$ cat config.mk
export PLATFORM = sky130hd
export DESIGN_NAME = flash_host
export DESIGN_NICKNAME = d
export VERILOG_FILES = /design/src/logic/flash_host_pkg.sv /design/src/logic/flash_host.sv
export SDC_FILE = /design/constraint.sdc
export NUM_CORES = 1
export LEC_CHECK = 0
export BUFFER_PORTS_ARGS = -buffer_cell sky130_fd_sc_hd__clkbuf_2
export CAP_MARGIN = 20
export CORE_ASPECT_RATIO = 2
export CORE_MARGIN = 8
export CORE_UTILIZATION = 59
export CTS_CLUSTER_DIAMETER = 40
export CTS_CLUSTER_SIZE = 16
export DETAILED_ROUTE_END_ITERATION = 10
export MAX_ROUTING_LAYER = met4
export PLACE_DENSITY = 0.87
export SYNTH_ARGS = -nofsm -noshare
export SYNTH_HDL_FRONTEND = slang
export SYNTH_SLANG_ARGS = --single-unit
$ cat constraint.sdc
create_clock -name CLK -period 7.5 [get_ports CLK]
set_input_delay 1.5 -clock CLK [delete_from_list [all_inputs] [get_ports CLK]]
set_output_delay 1.5 -clock CLK [all_outputs]
set_load 0.02 [all_outputs]
$ cat src/logic/flash_host_pkg.sv
// Shared types and constants for the parallel NOR flash host controller.
// Assumes a 20 MHz system clock and a flash with a 16-bit data bus.
package flash_host_pkg;

	localparam int ADDR_W          = 22;
	localparam int DATA_W          = 16;
	localparam int CNT_W           = 9;
	localparam int TP_W            = 7;

	localparam int CLK_NS          = 50;
	localparam int SYNC_CYC        = 2;
	localparam int T_ACC_NS        = 90;
	localparam int T_WP_NS         = 35;
	localparam int T_POLL_US       = 4;
	localparam int T_RP_NS         = 500;
	localparam int T_READY_US      = 20;

	localparam int RD_CYC          = (T_ACC_NS + CLK_NS - 1) / CLK_NS + SYNC_CYC;
	localparam int WP_CYC          = (T_WP_NS + CLK_NS - 1) / CLK_NS;
	localparam int TPOLL_CYC       = (T_POLL_US * 1000 + CLK_NS - 1) / CLK_NS;
	localparam int RP_CYC          = (T_RP_NS + CLK_NS - 1) / CLK_NS;
	localparam int READY_CYC       = (T_READY_US * 1000 + CLK_NS - 1) / CLK_NS;

	localparam int BUF_MAX_WORDS   = 16;
	localparam int BUF_MAX_BYTES   = 32;

	localparam int DATA_POLL_BIT   = 7;
	localparam int TOGGLE_BIT      = 6;
	localparam int SUSP_TOGGLE_BIT = 2;
	localparam int PROT_SEL_BIT    = 6;
	localparam logic [3:0] PROT_LOW_PAT = 4'h2;

	typedef enum logic [2:0] {
		OP_READ    = 3'h0,
		OP_WRITE   = 3'h1,
		OP_POLL    = 3'h2,
		OP_PROTECT = 3'h3,
		OP_BUFCNT  = 3'h4,
		OP_SUSPEND = 3'h5,
		OP_RESUME  = 3'h6,
		OP_RESET   = 3'h7
	} op_t;

	typedef struct packed {
		op_t               op;
		logic [ADDR_W-1:0] addr;
		logic [DATA_W-1:0] data;
		logic              byte_mode;
		logic              prog_start;
		logic              unprotect;
		logic              poll_data;
	} cmd_t;

	typedef struct packed {
		logic [DATA_W-1:0] data;
		logic              done;
		logic              susp_toggle;
		logic              err;
	} rsp_t;

	typedef enum logic [8:0] {
		S_IDLE   = 9'h001,
		S_WR_SET = 9'h002,
		S_WR_PUL = 9'h004,
		S_WR_HLD = 9'h008,
		S_RD     = 9'h010,
		S_RD_GAP = 9'h020,
		S_PWAIT  = 9'h040,
		S_RST_LO = 9'h080,
		S_RST_WT = 9'h100
	} state_t;

	typedef struct packed {
		state_t            st;
		logic              ce_n;
		logic              oe_n;
		logic              we_n;
		logic              rst_n;
		logic              dq_oe_n;
		logic [ADDR_W-1:0] addr;
		logic [DATA_W-1:0] dout;
		logic [CNT_W-1:0]  cnt;
		logic [TP_W-1:0]   tpoll;
		logic              reapply;
		logic              rd_first;
		logic [DATA_W-1:0] first;
		cmd_t              cmd;
		rsp_t              rsp;
		logic              rsp_valid;
		logic              cmd_ready;
	} ctl_t;

endpackage : flash_host_pkg

$ cat src/logic/flash_host.sv
// Host-side controller that drives an asynchronous parallel NOR flash by its pins.
// Assumes the flash data bus is resolved outside from DQ_OUT and DQ_OE_N.
//
// How it works
// - Host makes successive status reads by pulsing both output enable and chip select.
// - Data-poll status reads use the programmed location or erased sector address.
// - Low address bits 0xx0010 select protect, 1xx0010 select unprotect.
// - One buffer program carries 1 to 16 words or 1 to 32 bytes.
// - Suspend inside the program-to-poll interval forces a full wait after resume.
`timescale 1ns/1ps
module flash_host (
	input  wire logic                          CLK,
	input  wire logic                          ARST_N,
	input  wire logic                          CMD_VALID,
	input  wire flash_host_pkg::cmd_t          CMD,
	output logic                               CMD_READY,
	output logic                               RSP_VALID,
	output flash_host_pkg::rsp_t               RSP,
	output logic                               FLASH_CE_N,
	output logic                               FLASH_OE_N,
	output logic                               FLASH_WE_N,
	output logic                               FLASH_RESET_N,
	output logic [flash_host_pkg::ADDR_W-1:0]  FLASH_ADDR,
	output logic [flash_host_pkg::DATA_W-1:0]  DQ_OUT,
	output logic                               DQ_OE_N,
	input  wire logic [flash_host_pkg::DATA_W-1:0] DQ_IN
);
	import flash_host_pkg::*;

	// ----------------------------------------------------------------
	// Reset release and pin synchronisers
	// ----------------------------------------------------------------
	logic              rst_s1;
	logic              rst_n;
	logic [DATA_W-1:0] dq_s1;
	logic [DATA_W-1:0] dq_s2;

	always_ff @(posedge CLK or negedge ARST_N) begin
		if (!ARST_N) begin
			rst_s1 <= 1'b0;
			rst_n  <= 1'b0;
		end else begin
			rst_s1 <= 1'b1;
			rst_n  <= rst_s1;
		end
	end

	always_ff @(posedge CLK or negedge rst_n) begin
		if (!rst_n) begin
			dq_s1 <= '0;
			dq_s2 <= '0;
		end else begin
			dq_s1 <= DQ_IN;
			dq_s2 <= dq_s1;
		end
	end

	// ----------------------------------------------------------------
	// Sequencer
	// ----------------------------------------------------------------
	ctl_t r_reg;
	ctl_t r_next;
	logic [DATA_W-1:0] buf_max;
	logic              buf_ok;

	assign buf_max = CMD.byte_mode ? DATA_W'(BUF_MAX_BYTES) : DATA_W'(BUF_MAX_WORDS);
	assign buf_ok  = (CMD.data != '0) && (CMD.data <= buf_max);

	always_comb begin
		r_next           = r_reg;
		r_next.rsp_valid = 1'b0;
		if (r_reg.tpoll != '0) begin
			r_next.tpoll = r_reg.tpoll - 1'b1;
		end
		unique case (r_reg.st)
			S_IDLE: begin
				if (CMD_VALID) begin
					r_next.cmd       = CMD;
					r_next.cmd_ready = 1'b0;
					r_next.addr      = CMD.addr;
					r_next.dout      = CMD.data;
					r_next.ce_n      = 1'b0;
					r_next.st        = S_WR_SET;
					r_next.dq_oe_n   = 1'b0;
					unique case (CMD.op)
						OP_READ: begin
							r_next.dq_oe_n = 1'b1;
							r_next.oe_n    = 1'b0;
							r_next.cnt     = CNT_W'(RD_CYC - 1);
							r_next.st      = S_RD;
						end
						OP_POLL: begin
							r_next.dq_oe_n = 1'b1;
							r_next.ce_n    = 1'b1;
							r_next.st      = S_PWAIT;
						end
						OP_PROTECT: begin
							r_next.addr[PROT_SEL_BIT] = CMD.unprotect;
							r_next.addr[3:0]          = PROT_LOW_PAT;
						end
						OP_BUFCNT: begin
							if (buf_ok) begin
								r_next.dout = CMD.data - 1'b1;
							end else begin
								r_next.dq_oe_n   = 1'b1;
								r_next.ce_n      = 1'b1;
								r_next.st        = S_IDLE;
								r_next.cmd_ready = 1'b1;
								r_next.rsp_valid = 1'b1;
								r_next.rsp       = '{data: '0, done: 1'b0,
									susp_toggle: 1'b0, err: 1'b1};
							end
						end
						OP_SUSPEND: begin
							r_next.reapply = (r_reg.tpoll != '0);
						end
						OP_RESUME: begin
							if (r_reg.reapply) begin
								r_next.tpoll   = TP_W'(TPOLL_CYC);
								r_next.reapply = 1'b0;
							end
						end
						OP_RESET: begin
							r_next.dq_oe_n = 1'b1;
							r_next.ce_n    = 1'b1;
							r_next.rst_n   = 1'b0;
							r_next.cnt     = CNT_W'(RP_CYC - 1);
							r_next.tpoll   = '0;
							r_next.reapply = 1'b0;
							r_next.st      = S_RST_LO;
						end
						default: begin
							if (CMD.prog_start) begin
								r_next.tpoll = TP_W'(TPOLL_CYC);
							end
						end
					endcase
				end
			end
			S_WR_SET: begin
				r_next.we_n = 1'b0;
				r_next.cnt  = CNT_W'(WP_CYC - 1);
				r_next.st   = S_WR_PUL;
			end
			S_WR_PUL: begin
				if (r_reg.cnt == '0) begin
					r_next.we_n = 1'b1;
					r_next.st   = S_WR_HLD;
				end else begin
					r_next.cnt = r_reg.cnt - 1'b1;
				end
			end
			S_WR_HLD: begin
				r_next.ce_n      = 1'b1;
				r_next.dq_oe_n   = 1'b1;
				r_next.st        = S_IDLE;
				r_next.cmd_ready = 1'b1;
				r_next.rsp_valid = 1'b1;
				r_next.rsp       = '{data: '0, done: 1'b1, susp_toggle: 1'b0, err: 1'b0};
			end
			S_PWAIT: begin
				// Status is not read until the program-to-poll interval has run out.
				if (r_reg.tpoll == '0) begin
					r_next.ce_n     = 1'b0;
					r_next.oe_n     = 1'b0;
					r_next.rd_first = 1'b0;
					r_next.cnt      = CNT_W'(RD_CYC - 1);
					r_next.st       = S_RD;
				end
			end
			S_RD: begin
				if (r_reg.cnt != '0) begin
					r_next.cnt = r_reg.cnt - 1'b1;
				end else begin
					r_next.ce_n = 1'b1;
					r_next.oe_n = 1'b1;
					if (r_reg.cmd.op == OP_POLL && !r_reg.rd_first) begin
						r_next.rd_first = 1'b1;
						r_next.first    = dq_s2;
						r_next.st       = S_RD_GAP;
					end else begin
						r_next.st        = S_IDLE;
						r_next.cmd_ready = 1'b1;
						r_next.rsp_valid = 1'b1;
						r_next.rsp.data  = dq_s2;
						r_next.rsp.done  = 1'b1;
						r_next.rsp.err   = 1'b0;
						r_next.rsp.susp_toggle = 1'b0;
						if (r_reg.cmd.op == OP_POLL) begin
							// Busy while the toggle bit moves between reads.
							r_next.rsp.done = ~(r_reg.first[TOGGLE_BIT] ^ dq_s2[TOGGLE_BIT]);
							r_next.rsp.susp_toggle = r_reg.first[SUSP_TOGGLE_BIT]
								^ dq_s2[SUSP_TOGGLE_BIT];
							r_next.rsp.err = r_reg.cmd.poll_data
								&& (r_reg.first[TOGGLE_BIT] == dq_s2[TOGGLE_BIT])
								&& (dq_s2[DATA_POLL_BIT] != r_reg.cmd.data[DATA_POLL_BIT]);
						end
					end
				end
			end
			S_RD_GAP: begin
				r_next.ce_n = 1'b0;
				r_next.oe_n = 1'b0;
				r_next.cnt  = CNT_W'(RD_CYC - 1);
				r_next.st   = S_RD;
			end
			S_RST_LO: begin
				if (r_reg.cnt == '0) begin
					r_next.rst_n = 1'b1;
					r_next.cnt   = CNT_W'(READY_CYC - 1);
					r_next.st    = S_RST_WT;
				end else begin
					r_next.cnt = r_reg.cnt - 1'b1;
				end
			end
			S_RST_WT: begin
				if (r_reg.cnt == '0) begin
					r_next.st        = S_IDLE;
					r_next.cmd_ready = 1'b1;
					r_next.rsp_valid = 1'b1;
					r_next.rsp       = '{data: '0, done: 1'b1, susp_toggle: 1'b0, err: 1'b0};
				end else begin
					r_next.cnt = r_reg.cnt - 1'b1;
				end
			end
			default: r_next.st = S_IDLE;
		endcase
	end

	always_ff @(posedge CLK or negedge rst_n) begin
		if (!rst_n) begin
			r_reg           <= '0;
			r_reg.st        <= S_IDLE;
			r_reg.ce_n      <= 1'b1;
			r_reg.oe_n      <= 1'b1;
			r_reg.we_n      <= 1'b1;
			r_reg.rst_n     <= 1'b1;
			r_reg.dq_oe_n   <= 1'b1;
			r_reg.cmd_ready <= 1'b1;
		end else begin
			r_reg <= r_next;
		end
	end

	assign CMD_READY     = r_reg.cmd_ready;
	assign RSP_VALID     = r_reg.rsp_valid;
	assign RSP           = r_reg.rsp;
	assign FLASH_CE_N    = r_reg.ce_n;
	assign FLASH_OE_N    = r_reg.oe_n;
	assign FLASH_WE_N    = r_reg.we_n;
	assign FLASH_RESET_N = r_reg.rst_n;
	assign FLASH_ADDR    = r_reg.addr;
	assign DQ_OUT        = r_reg.dout;
	assign DQ_OE_N       = r_reg.dq_oe_n;
endmodule : flash_host

==> impl_metrics.ini, run 1 <==
[status]
outcome = complete, no violations

[power_and_ir_drop]
finalPower_mw = 2.96
vdd_drop_max_v = 0.000265
p_leak_nw = 3.44
power_density_mw_per_mm2 = 421

[yosys]
synth_seq_area_share = 0.539
yosys_register_bits = 132
synth_cells = 596
synth_top_area_cell = dfrtp_1
avgSynthCellArea_sq_um = 10.3
yosysMostFrequentCell = dfrtp_1
async_flop_share = 1.00
ys_types = 75
synthFlopType = dfrtp_1
synth_top_area_share = 0.509
synthTopCellsByCount = dfrtp_1, nand2_1, buf_4
netlist_top_cells_area = dfrtp_1, buf_4, nand2_1
syn-cell-area_sq_mm = 0.00615
synth_edf_count = 0
syn-num-nets = 666
yosys_warnings = 0

[worst_setup_path]
critPathTopFamily = simple AND/OR/NAND/NOR gates
cp-end-kind = register
crit_path_cell_trace = clkbuf_2 > or4_4 > nor3_4 > nand3_2 > nand3_2 > nor3b_4 > a22o_2
slowest_delay_ps = 650
path_buf_inv = 1
start_kind = input pin
critPathMaxFanout = 19
crit_start = CMD[11]
cp.required_ps = 7840
arrival_ps = 3510
r2r-start = r_reg[91]
worst-setup-path-type = input pin to register
slowest_stage = nor3b_4
cpMostUsedCell = nand3_2

[global_route]
grt.met3_usage = 0.0542
grt_pass1_wl_mm = 23.0
grt-busiest-layer = met2
grt_overflow_total = 0
use_met1 = 0.261
met2_usage = 0.327
grt_pass1_vias = 4707
grt_start_max_net_pins = 88
track_usage = 0.213
grt_antenna_before_repair = 0

[place]
place_area_sq_mm = 0.00642
place.gp.congestion = 0.893
port_buffers = 127
placed_cells = 780
hpwl_mm = 9.74
place_ws_ps = 3900

[layout]
area_growth_pct = 14.3
antennaDiodeCount = 0
largest_reg_flops = 34
nets = 733
fin_cells = 813
final_util = 0.679
layout-drive-gt1-share = 0.305
fillers = 782
final_cell_area_sq_mm = 0.00703

[timing]
fin_ws_ps = 4330
max_slew_margin = 0.406
clock-skew-final_ps = 6.82
final-setup-viol-count = 0
fin_crit_sh = 0.423
final_hold_viol_count = 0
tightest_slew_ps = 892
clock.fmax_mhz = 316
grt_setup_unrepaired = false
finalMaxSlewViolations = 0
hold_slack_ps = 327
period_needed_ps = 3170
setup-tns-final_ps = 0

[drt]
drc = 0
wirelength_mm = 14.1
vias_per_cell = 5.62
vias = 4568
wl_per_cell_um = 17.3
drtIter0Drc = 264
firstDrtPassIters = 5
ant_nets = 0

[job]
drv_cap = 0

[die]
die_y_um = 160
core_area_sq_mm = 0.0103
dieArea_sq_mm = 0.0141
die_x_um = 88.2
start_util = 0.594
num_rows = 53
io_pins = 128

[clock_tree]
cts_hold_buf = 0
post-cts-setup-buffer-count = 0
cts_num_sinks = 132
cts_root_buf = clkbuf_16
clk_path_buf_depth = 2
numCtsBuffers = 17
htreeDepth = 4
clk_latency_ps = 410
path_clk_slew_ps = 60
cts_repair_resize_count = 0
tritoncts = built

[hold_path]
min_path_type = register to async pin
[path summary, 6_finish.rpt]
check,to,slack (ps),cells after the start
setup / recovery,RSP[9],4330,7
hold / removal,dq_s1[12],330,0
setup reg to reg,r_reg[143],4650,8
hold reg to reg,dq_s1[12],330,0
max in group asynchronous,FLASH_WE_N,5910,2
min in group CLK,dq_s2[14],350,0
[kinds of logic (layout without fill, tap and decap cells)]
kind of cell	after synthesis	count (layout)	synth area share
other	1	1	0.000610
multiplexers	4	4	0.00713
flip-flops	132	132	0.539
buffers and inverters	95	175	0.0989
AO/OA/AOI/OAI	109	109	0.125
AND/OR/NAND/NOR	232	232	0.193
adder cells (fa/ha/maj)	6	6	0.0122
XOR/XNOR	17	17	0.0242
[per-layer routing]
metal	vias to the layer above	part of all wire
met3	27	0.065
met2	192	0.51
li1	2131	-
met1	2218	0.40
met5	-	0
met4	0	0.024
[final cells by class]
class	count	area (sq um)	area share
clock buffer	19	443	0.0630
multi-input combinational	369	2230	0.317
sequential	132	3320	0.472
inverter	12	45.0	0.00641
clock inverter	13	146	0.0208
timing repair buffer	131	678	0.0965
tap	137	171	0.0244
[where the power goes]
part	total, mW	internal, mW	leakage (nW)	switching (mW)
combinational	1.03	0.375	1.53	0.656
sequential	1.10	0.938	1.62	0.165
clock	0.821	0.504	0.286	0.317
[layout by cell type (no fill, tap or decap), types with 3 or more instances in the layout]
| master | count |
|---|---|
| nor4_1 | 5 |
| inv_1 | 12 |
| a22o_1 | 9 |
| nand2_1 | 110 |
| a211oi_1 | 4 |
| buf_4 | 3 |
| o22ai_1 | 4 |
| clkbuf_16 | 17 |
| dfstp_2 | 7 |
| o21ai_0 | 28 |
| a21oi_1 | 20 |
| o22a_1 | 9 |
| or3_1 | 4 |
| and3_1 | 6 |
| ha_1 | 6 |
| nor3b_1 | 4 |
| nor2_1 | 38 |
| nor3_1 | 10 |
| mux2_2 | 3 |
| a22o_2 | 7 |
| nor3_2 | 3 |
| nand2b_1 | 5 |
| xor2_1 | 8 |
| inv_6 | 6 |
| nor2b_1 | 4 |
| clkbuf_2 | 127 |
| dfrtp_1 | 124 |
| o31ai_1 | 4 |
| xnor2_1 | 9 |
| nand3_1 | 12 |
| nand4_1 | 3 |
Power figures use the tool's default switching activity.
==> run 2: changes to the inputs <==
--- a/config.mk
+++ b/config.mk
@@ -9,12 +9,12 @@
 export CAP_MARGIN = 20
 export CORE_ASPECT_RATIO = 2
 export CORE_MARGIN = 8
-export CORE_UTILIZATION = 59
+export CORE_UTILIZATION = 55
 export CTS_CLUSTER_DIAMETER = 40
 export CTS_CLUSTER_SIZE = 16
 export DETAILED_ROUTE_END_ITERATION = 10
 export MAX_ROUTING_LAYER = met4
-export PLACE_DENSITY = 0.87
+export PLACE_DENSITY = 0.82
 export SYNTH_ARGS = -nofsm -noshare
 export SYNTH_HDL_FRONTEND = slang
 export SYNTH_SLANG_ARGS = --single-unit
==> constraint.sdc (replaced) <==
create_clock -name CLK -period 3.2 [get_ports CLK]
set_input_delay 0.64 -clock CLK [delete_from_list [all_inputs] [get_ports CLK]]
set_output_delay 0.64 -clock CLK [all_outputs]
set_load 0.02 [all_outputs]
==> impl_metrics.ini, run 2 (synthesis gave the netlist of run 1 again) <==
[layout]
antennaDiodeCount = 0
final_common_cell = clkbuf_2
nets = 740
largest_reg_flops = 34
mostFrequentLayoutCells = clkbuf_2, dfrtp_1, nand2_1
area_growth_pct = 15.0
layout-drive-gt1-share = 0.312
fillers = 843
fin_cells = 823

[clock_tree]
cts_root_buf = clkbuf_16
path_clk_slew_ps = 60
numCtsBuffers = 17
clk_path_buf_depth = 2
htreeDepth = 4
post-cts-setup-buffer-count = 0
cts_hold_buf = 1
cts_num_sinks = 132
clk_latency_ps = 410
cts_repair_resize_count = 0
tritoncts = built

[global_route]
grt_overflow_total = 0
grt_antenna_before_repair = 0
grt_pass1_vias = 5009
track_usage = 0.212
grt_start_max_net_pins = 66
grt_pass1_wl_mm = 24.4

[timing]
fin_ws_ps = 395
final_hold_viol_count = 0
max_slew_margin = 0.399
clock.fmax_mhz = 356
period_needed_ps = 2810
fin_crit_sh = 0.877
grt_setup_unrepaired = false
tightest_slew_ps = 901
clock-skew-final_ps = 11.5
final-setup-viol-count = 0
finalMaxSlewViolations = 0
setup-tns-final_ps = 0

[worst_setup_path]
critPathMaxFanout = 13
cp-end-kind = register
cp.required_ps = 3530
arrival_ps = 3130
start_kind = register
worst-setup-path-type = register to register

[status]
outcome = complete, no violations

[drt]
drc = 0
firstDrtPassIters = 7
drtIter0Drc = 288
ant_nets = 0
vias = 4606
vias_per_cell = 5.60
wirelength_mm = 14.8
wl_per_cell_um = 18.0

[die]
core_area_sq_mm = 0.0109
die_x_um = 90.7
io_pins = 128
start_util = 0.565
dieArea_sq_mm = 0.0150
die_y_um = 165
num_rows = 54

[power_and_ir_drop]
p_leak_nw = 3.46
vdd_drop_max_v = 0.000726
power_density_mw_per_mm2 = 984

[place]
placed_cells = 790
hpwl_mm = 11.3
place.gp.congestion = 0.881
place_ws_ps = 506
port_buffers = 127

[job]
drv_cap = 0

[hold_path]
min_path_type = input pin to register
-- run 2: cell count changes in the layout (fill, tap and decap cells not counted), sizes merged --
| cell | previous run | this run |
|---|---|---|
| bufinv | 2 | 1 |
| clkinv | 3 | 1 |
| buf | 4 | 10 |
| clkbuf | 146 | 144 |
| inv | 18 | 21 |
| clkinvlp | 2 | 4 |
| dlygate4sd3 | 0 | 1 |
-- run 2: area by class of cell --
class	count	area [sq um]	area share
sequential	132	3320	0.469
clock buffer	17	425	0.0602
multi-input combinational	369	2230	0.315
tap	140	175	0.0248
inverter	12	45.0	0.00637
timing repair buffer	138	721	0.102
clock inverter	15	163	0.0230
-- run 2: metrics by stage --
stage / power, mW / utilization / cell area, sq um / hold WS [ps]
detailed placement: 5.06 / 0.595 / 6470 / 335
CTS: 7.00 / 0.650 / 7070 / 317
finish: 6.95 / 0.650 / 7070 / 331
global placement: 4.95 / 0.595 / 6470 / 333
floorplan: 4.63 / - / 6150 / 331
global route: 7.36 / 0.650 / 7070 / 312
-- run 2: worst paths after layout --
kind / startpoint / end / slack, ps / depth (start not counted)
worst max-delay path: r_reg[91] / r_reg[97] / 390 / 7
worst min-delay path: DQ_IN[12] / dq_s1[12] / 330 / 1
worst max register to register: r_reg[91] / r_reg[97] / 390 / 7
worst min register to register: dq_s1[6] / dq_s2[6] / 350 / 0
max in group asynchronous: rst_n / FLASH_CE_N / 1880 / 1
min in group asynchronous: rst_n / dq_s1[0] / 420 / 0
-- run 2: critical path: stages (launching register included) --
cell	delay, ps
dfrtp_1	410
inv_1	100
ha_1	240
nor4b_2	480
nand3b_2	330
o221ai_1	800
o21ai_0	240
o21ai_0	120
-- run 2: metal layers --
| metal | wire (um) | up-vias | global-route usage | share of wire |
|---|---|---|---|---|
| met3 | 582 | 36 | 0.0444 | 0.039 |
| met5 | 0 | - | - | 0 |
| li1 | - | 2150 | - | - |
| met1 | 5350 | 2251 | 0.207 | 0.36 |
| met2 | 8340 | 169 | 0.384 | 0.56 |
| met4 | 546 | 0 | 0.114 | 0.037 |
-- run 2: power breakdown --
| group | internal, mW | total, mW | leakage, nW | switching (mW) |
|---|---|---|---|---|
| registers | 2.19 | 2.59 | 1.62 | 0.396 |
| logic | 0.898 | 2.45 | 1.56 | 1.55 |
| clock network | 1.11 | 1.91 | 0.278 | 0.807 |
==> run 3: changes to the inputs <==
--- a/config.mk
+++ b/config.mk
@@ -9,12 +9,14 @@
 export CAP_MARGIN = 20
 export CORE_ASPECT_RATIO = 2
 export CORE_MARGIN = 8
-export CORE_UTILIZATION = 55
+export CORE_UTILIZATION = 57
+export CTS_BUF_LIST = sky130_fd_sc_hd__clkbuf_2
 export CTS_CLUSTER_DIAMETER = 40
 export CTS_CLUSTER_SIZE = 16
 export DETAILED_ROUTE_END_ITERATION = 10
+export GPL_TIMING_DRIVEN = 0
 export MAX_ROUTING_LAYER = met4
-export PLACE_DENSITY = 0.82
+export PLACE_DENSITY = 0.85
 export SYNTH_ARGS = -nofsm -noshare
 export SYNTH_HDL_FRONTEND = slang
 export SYNTH_SLANG_ARGS = --single-unit
==> impl_metrics.ini, run 3 (synthesis gave the netlist of run 1 again) <==
[worst_setup_path]
arrival_ps = 3400
worst-setup-path-type = register to register
crit_start = r_reg[91]
start_kind = register
critPathMaxFanout = 10
cp.required_ps = 3840
cp-end-kind = register
r2r-start = r_reg[91]

[clock_tree]
tritoncts = built
numCtsBuffers = 17
clk_path_buf_depth = 2
path_clk_slew_ps = 220
clk_latency_ps = 730
cts_repair_resize_count = 0
htreeDepth = 4
cts_num_sinks = 132
cts_root_buf = clkbuf_2

[power_and_ir_drop]
vdd_drop_max_v = 0.000565
p_leak_nw = 3.75
power_density_mw_per_mm2 = 880

[layout]
nets = 831
fillers = 771
largest_reg_flops = 34
final_common_cell = clkbuf_2
area_growth_pct = 21.0
final_util = 0.705
mostFrequentLayoutCells = clkbuf_2, dfrtp_1, nand2_1
layout-drive-gt1-share = 0.357

[timing]
clock-skew-final_ps = 57.5
final-setup-viol-count = 0
final_hold_viol_count = 0
finalMaxSlewViolations = 0
clock.fmax_mhz = 363
max_slew_margin = 0.544
period_needed_ps = 2760
tightest_slew_ps = 678
grt_setup_unrepaired = false
setup-tns-final_ps = 0
fin_crit_sh = 0.862

[drt]
vias_per_cell = 5.46
vias = 4976
ant_nets = 0
wirelength_mm = 15.9
drtIter0Drc = 273
drc = 0
wl_per_cell_um = 17.5
firstDrtPassIters = 6

[global_route]
grt_pass1_vias = 5561
grt_antenna_before_repair = 1
grt_start_max_net_pins = 75
grt_pass1_wl_mm = 26.6
grt_overflow_total = 0
track_usage = 0.248

[status]
outcome = complete, no violations

[job]
drv_cap = 0

[place]
port_buffers = 127
place.gp.congestion = 0.883
hpwl_mm = 11.7

[die]
die_y_um = 163
die_x_um = 89.4
start_util = 0.583
num_rows = 53
io_pins = 128
dieArea_sq_mm = 0.0146
core_area_sq_mm = 0.0105

[hold_path]
min_path_type = input pin to register
hp-start = CMD[39]
## run 3: area by class of cell
class	count	area, sq um	share of cell area
diodes	1	2.50	0.000336
repair buffers	146	861	0.116
well taps	137	171	0.0230
multi-input cells	369	2230	0.299
clock inverters	15	168	0.0225
clock buffers	17	85.1	0.0114
flip-flops and latches	132	3320	0.446
plain buffers	83	563	0.0757
inverters	12	45.0	0.00606
## run 3: through the flow
step / hold slack [ps] / setup slack [ps] / std cells / power, mW / cell area (sq um)
final: 96.3 / 443 / 912 / 6.55 / 7440
after global routing: 21.4 / 183 / 912 / 7.00 / 7440
after CTS: 57.2 / 472 / 911 / 6.57 / 7430
after detailed placement: 123 / 508 / 862 / 5.48 / 7010
after global placement: 332 / 395 / 860 / 5.35 / 6950
after floorplan: 331 / 962 / 596 / 4.63 / 6150
## run 3: what timing repair did
action                                  4_1_cts  5_1_grt
hold endpoints to repair                     18        0
endpoints found under the setup margin        0        0
buffers inserted                              0        0
hold buffers                                 17        0
## run 3: final timing paths
| kind | endpoint | depth (start not counted) | slack (ps) |
|---|---|---|---|
| max | r_reg[97] | 9 | 440 |
| min reg2reg | dq_s1[5] | 0 | 140 |
| min | FLASH_ADDR[19] | 3 | 100 |
| max reg2reg | r_reg[97] | 9 | 440 |
| min in group asynchronous | dq_s1[5] | 0 | 140 |
| max in group asynchronous | FLASH_RESET_N | 2 | 2110 |
## run 3: where the power goes
part	total [mW]	leakage (nW)	internal, mW	switching (mW)
logic	2.96	1.98	1.25	1.71
clock network	1.07	0.142	0.377	0.694
registers	2.52	1.62	2.19	0.333
total	6.55	3.75	3.81	2.73
## run 3: critical path, cell delays in order (launching register included)
cell and delay (ps):
dfrtp_1 440, inv_1 90, ha_1 260, nor4b_2 520
nand3b_2 240, clkbuf_1 300, o221ai_1 360, buf_2 270
o21ai_0 130, o21ai_0 90
## run 3: metal layers
metal | up-vias | share of wire | wire length, um | GRT usage
met2 | 173 | 0.56 | 8840 | 0.427
met1 | 2418 | 0.36 | 5700 | 0.245
met5 | - | 0 | 0 | -
li1 | 2331 | - | - | -
met4 | 0 | 0.047 | 748 | 0.146
met3 | 54 | 0.039 | 626 | 0.0526
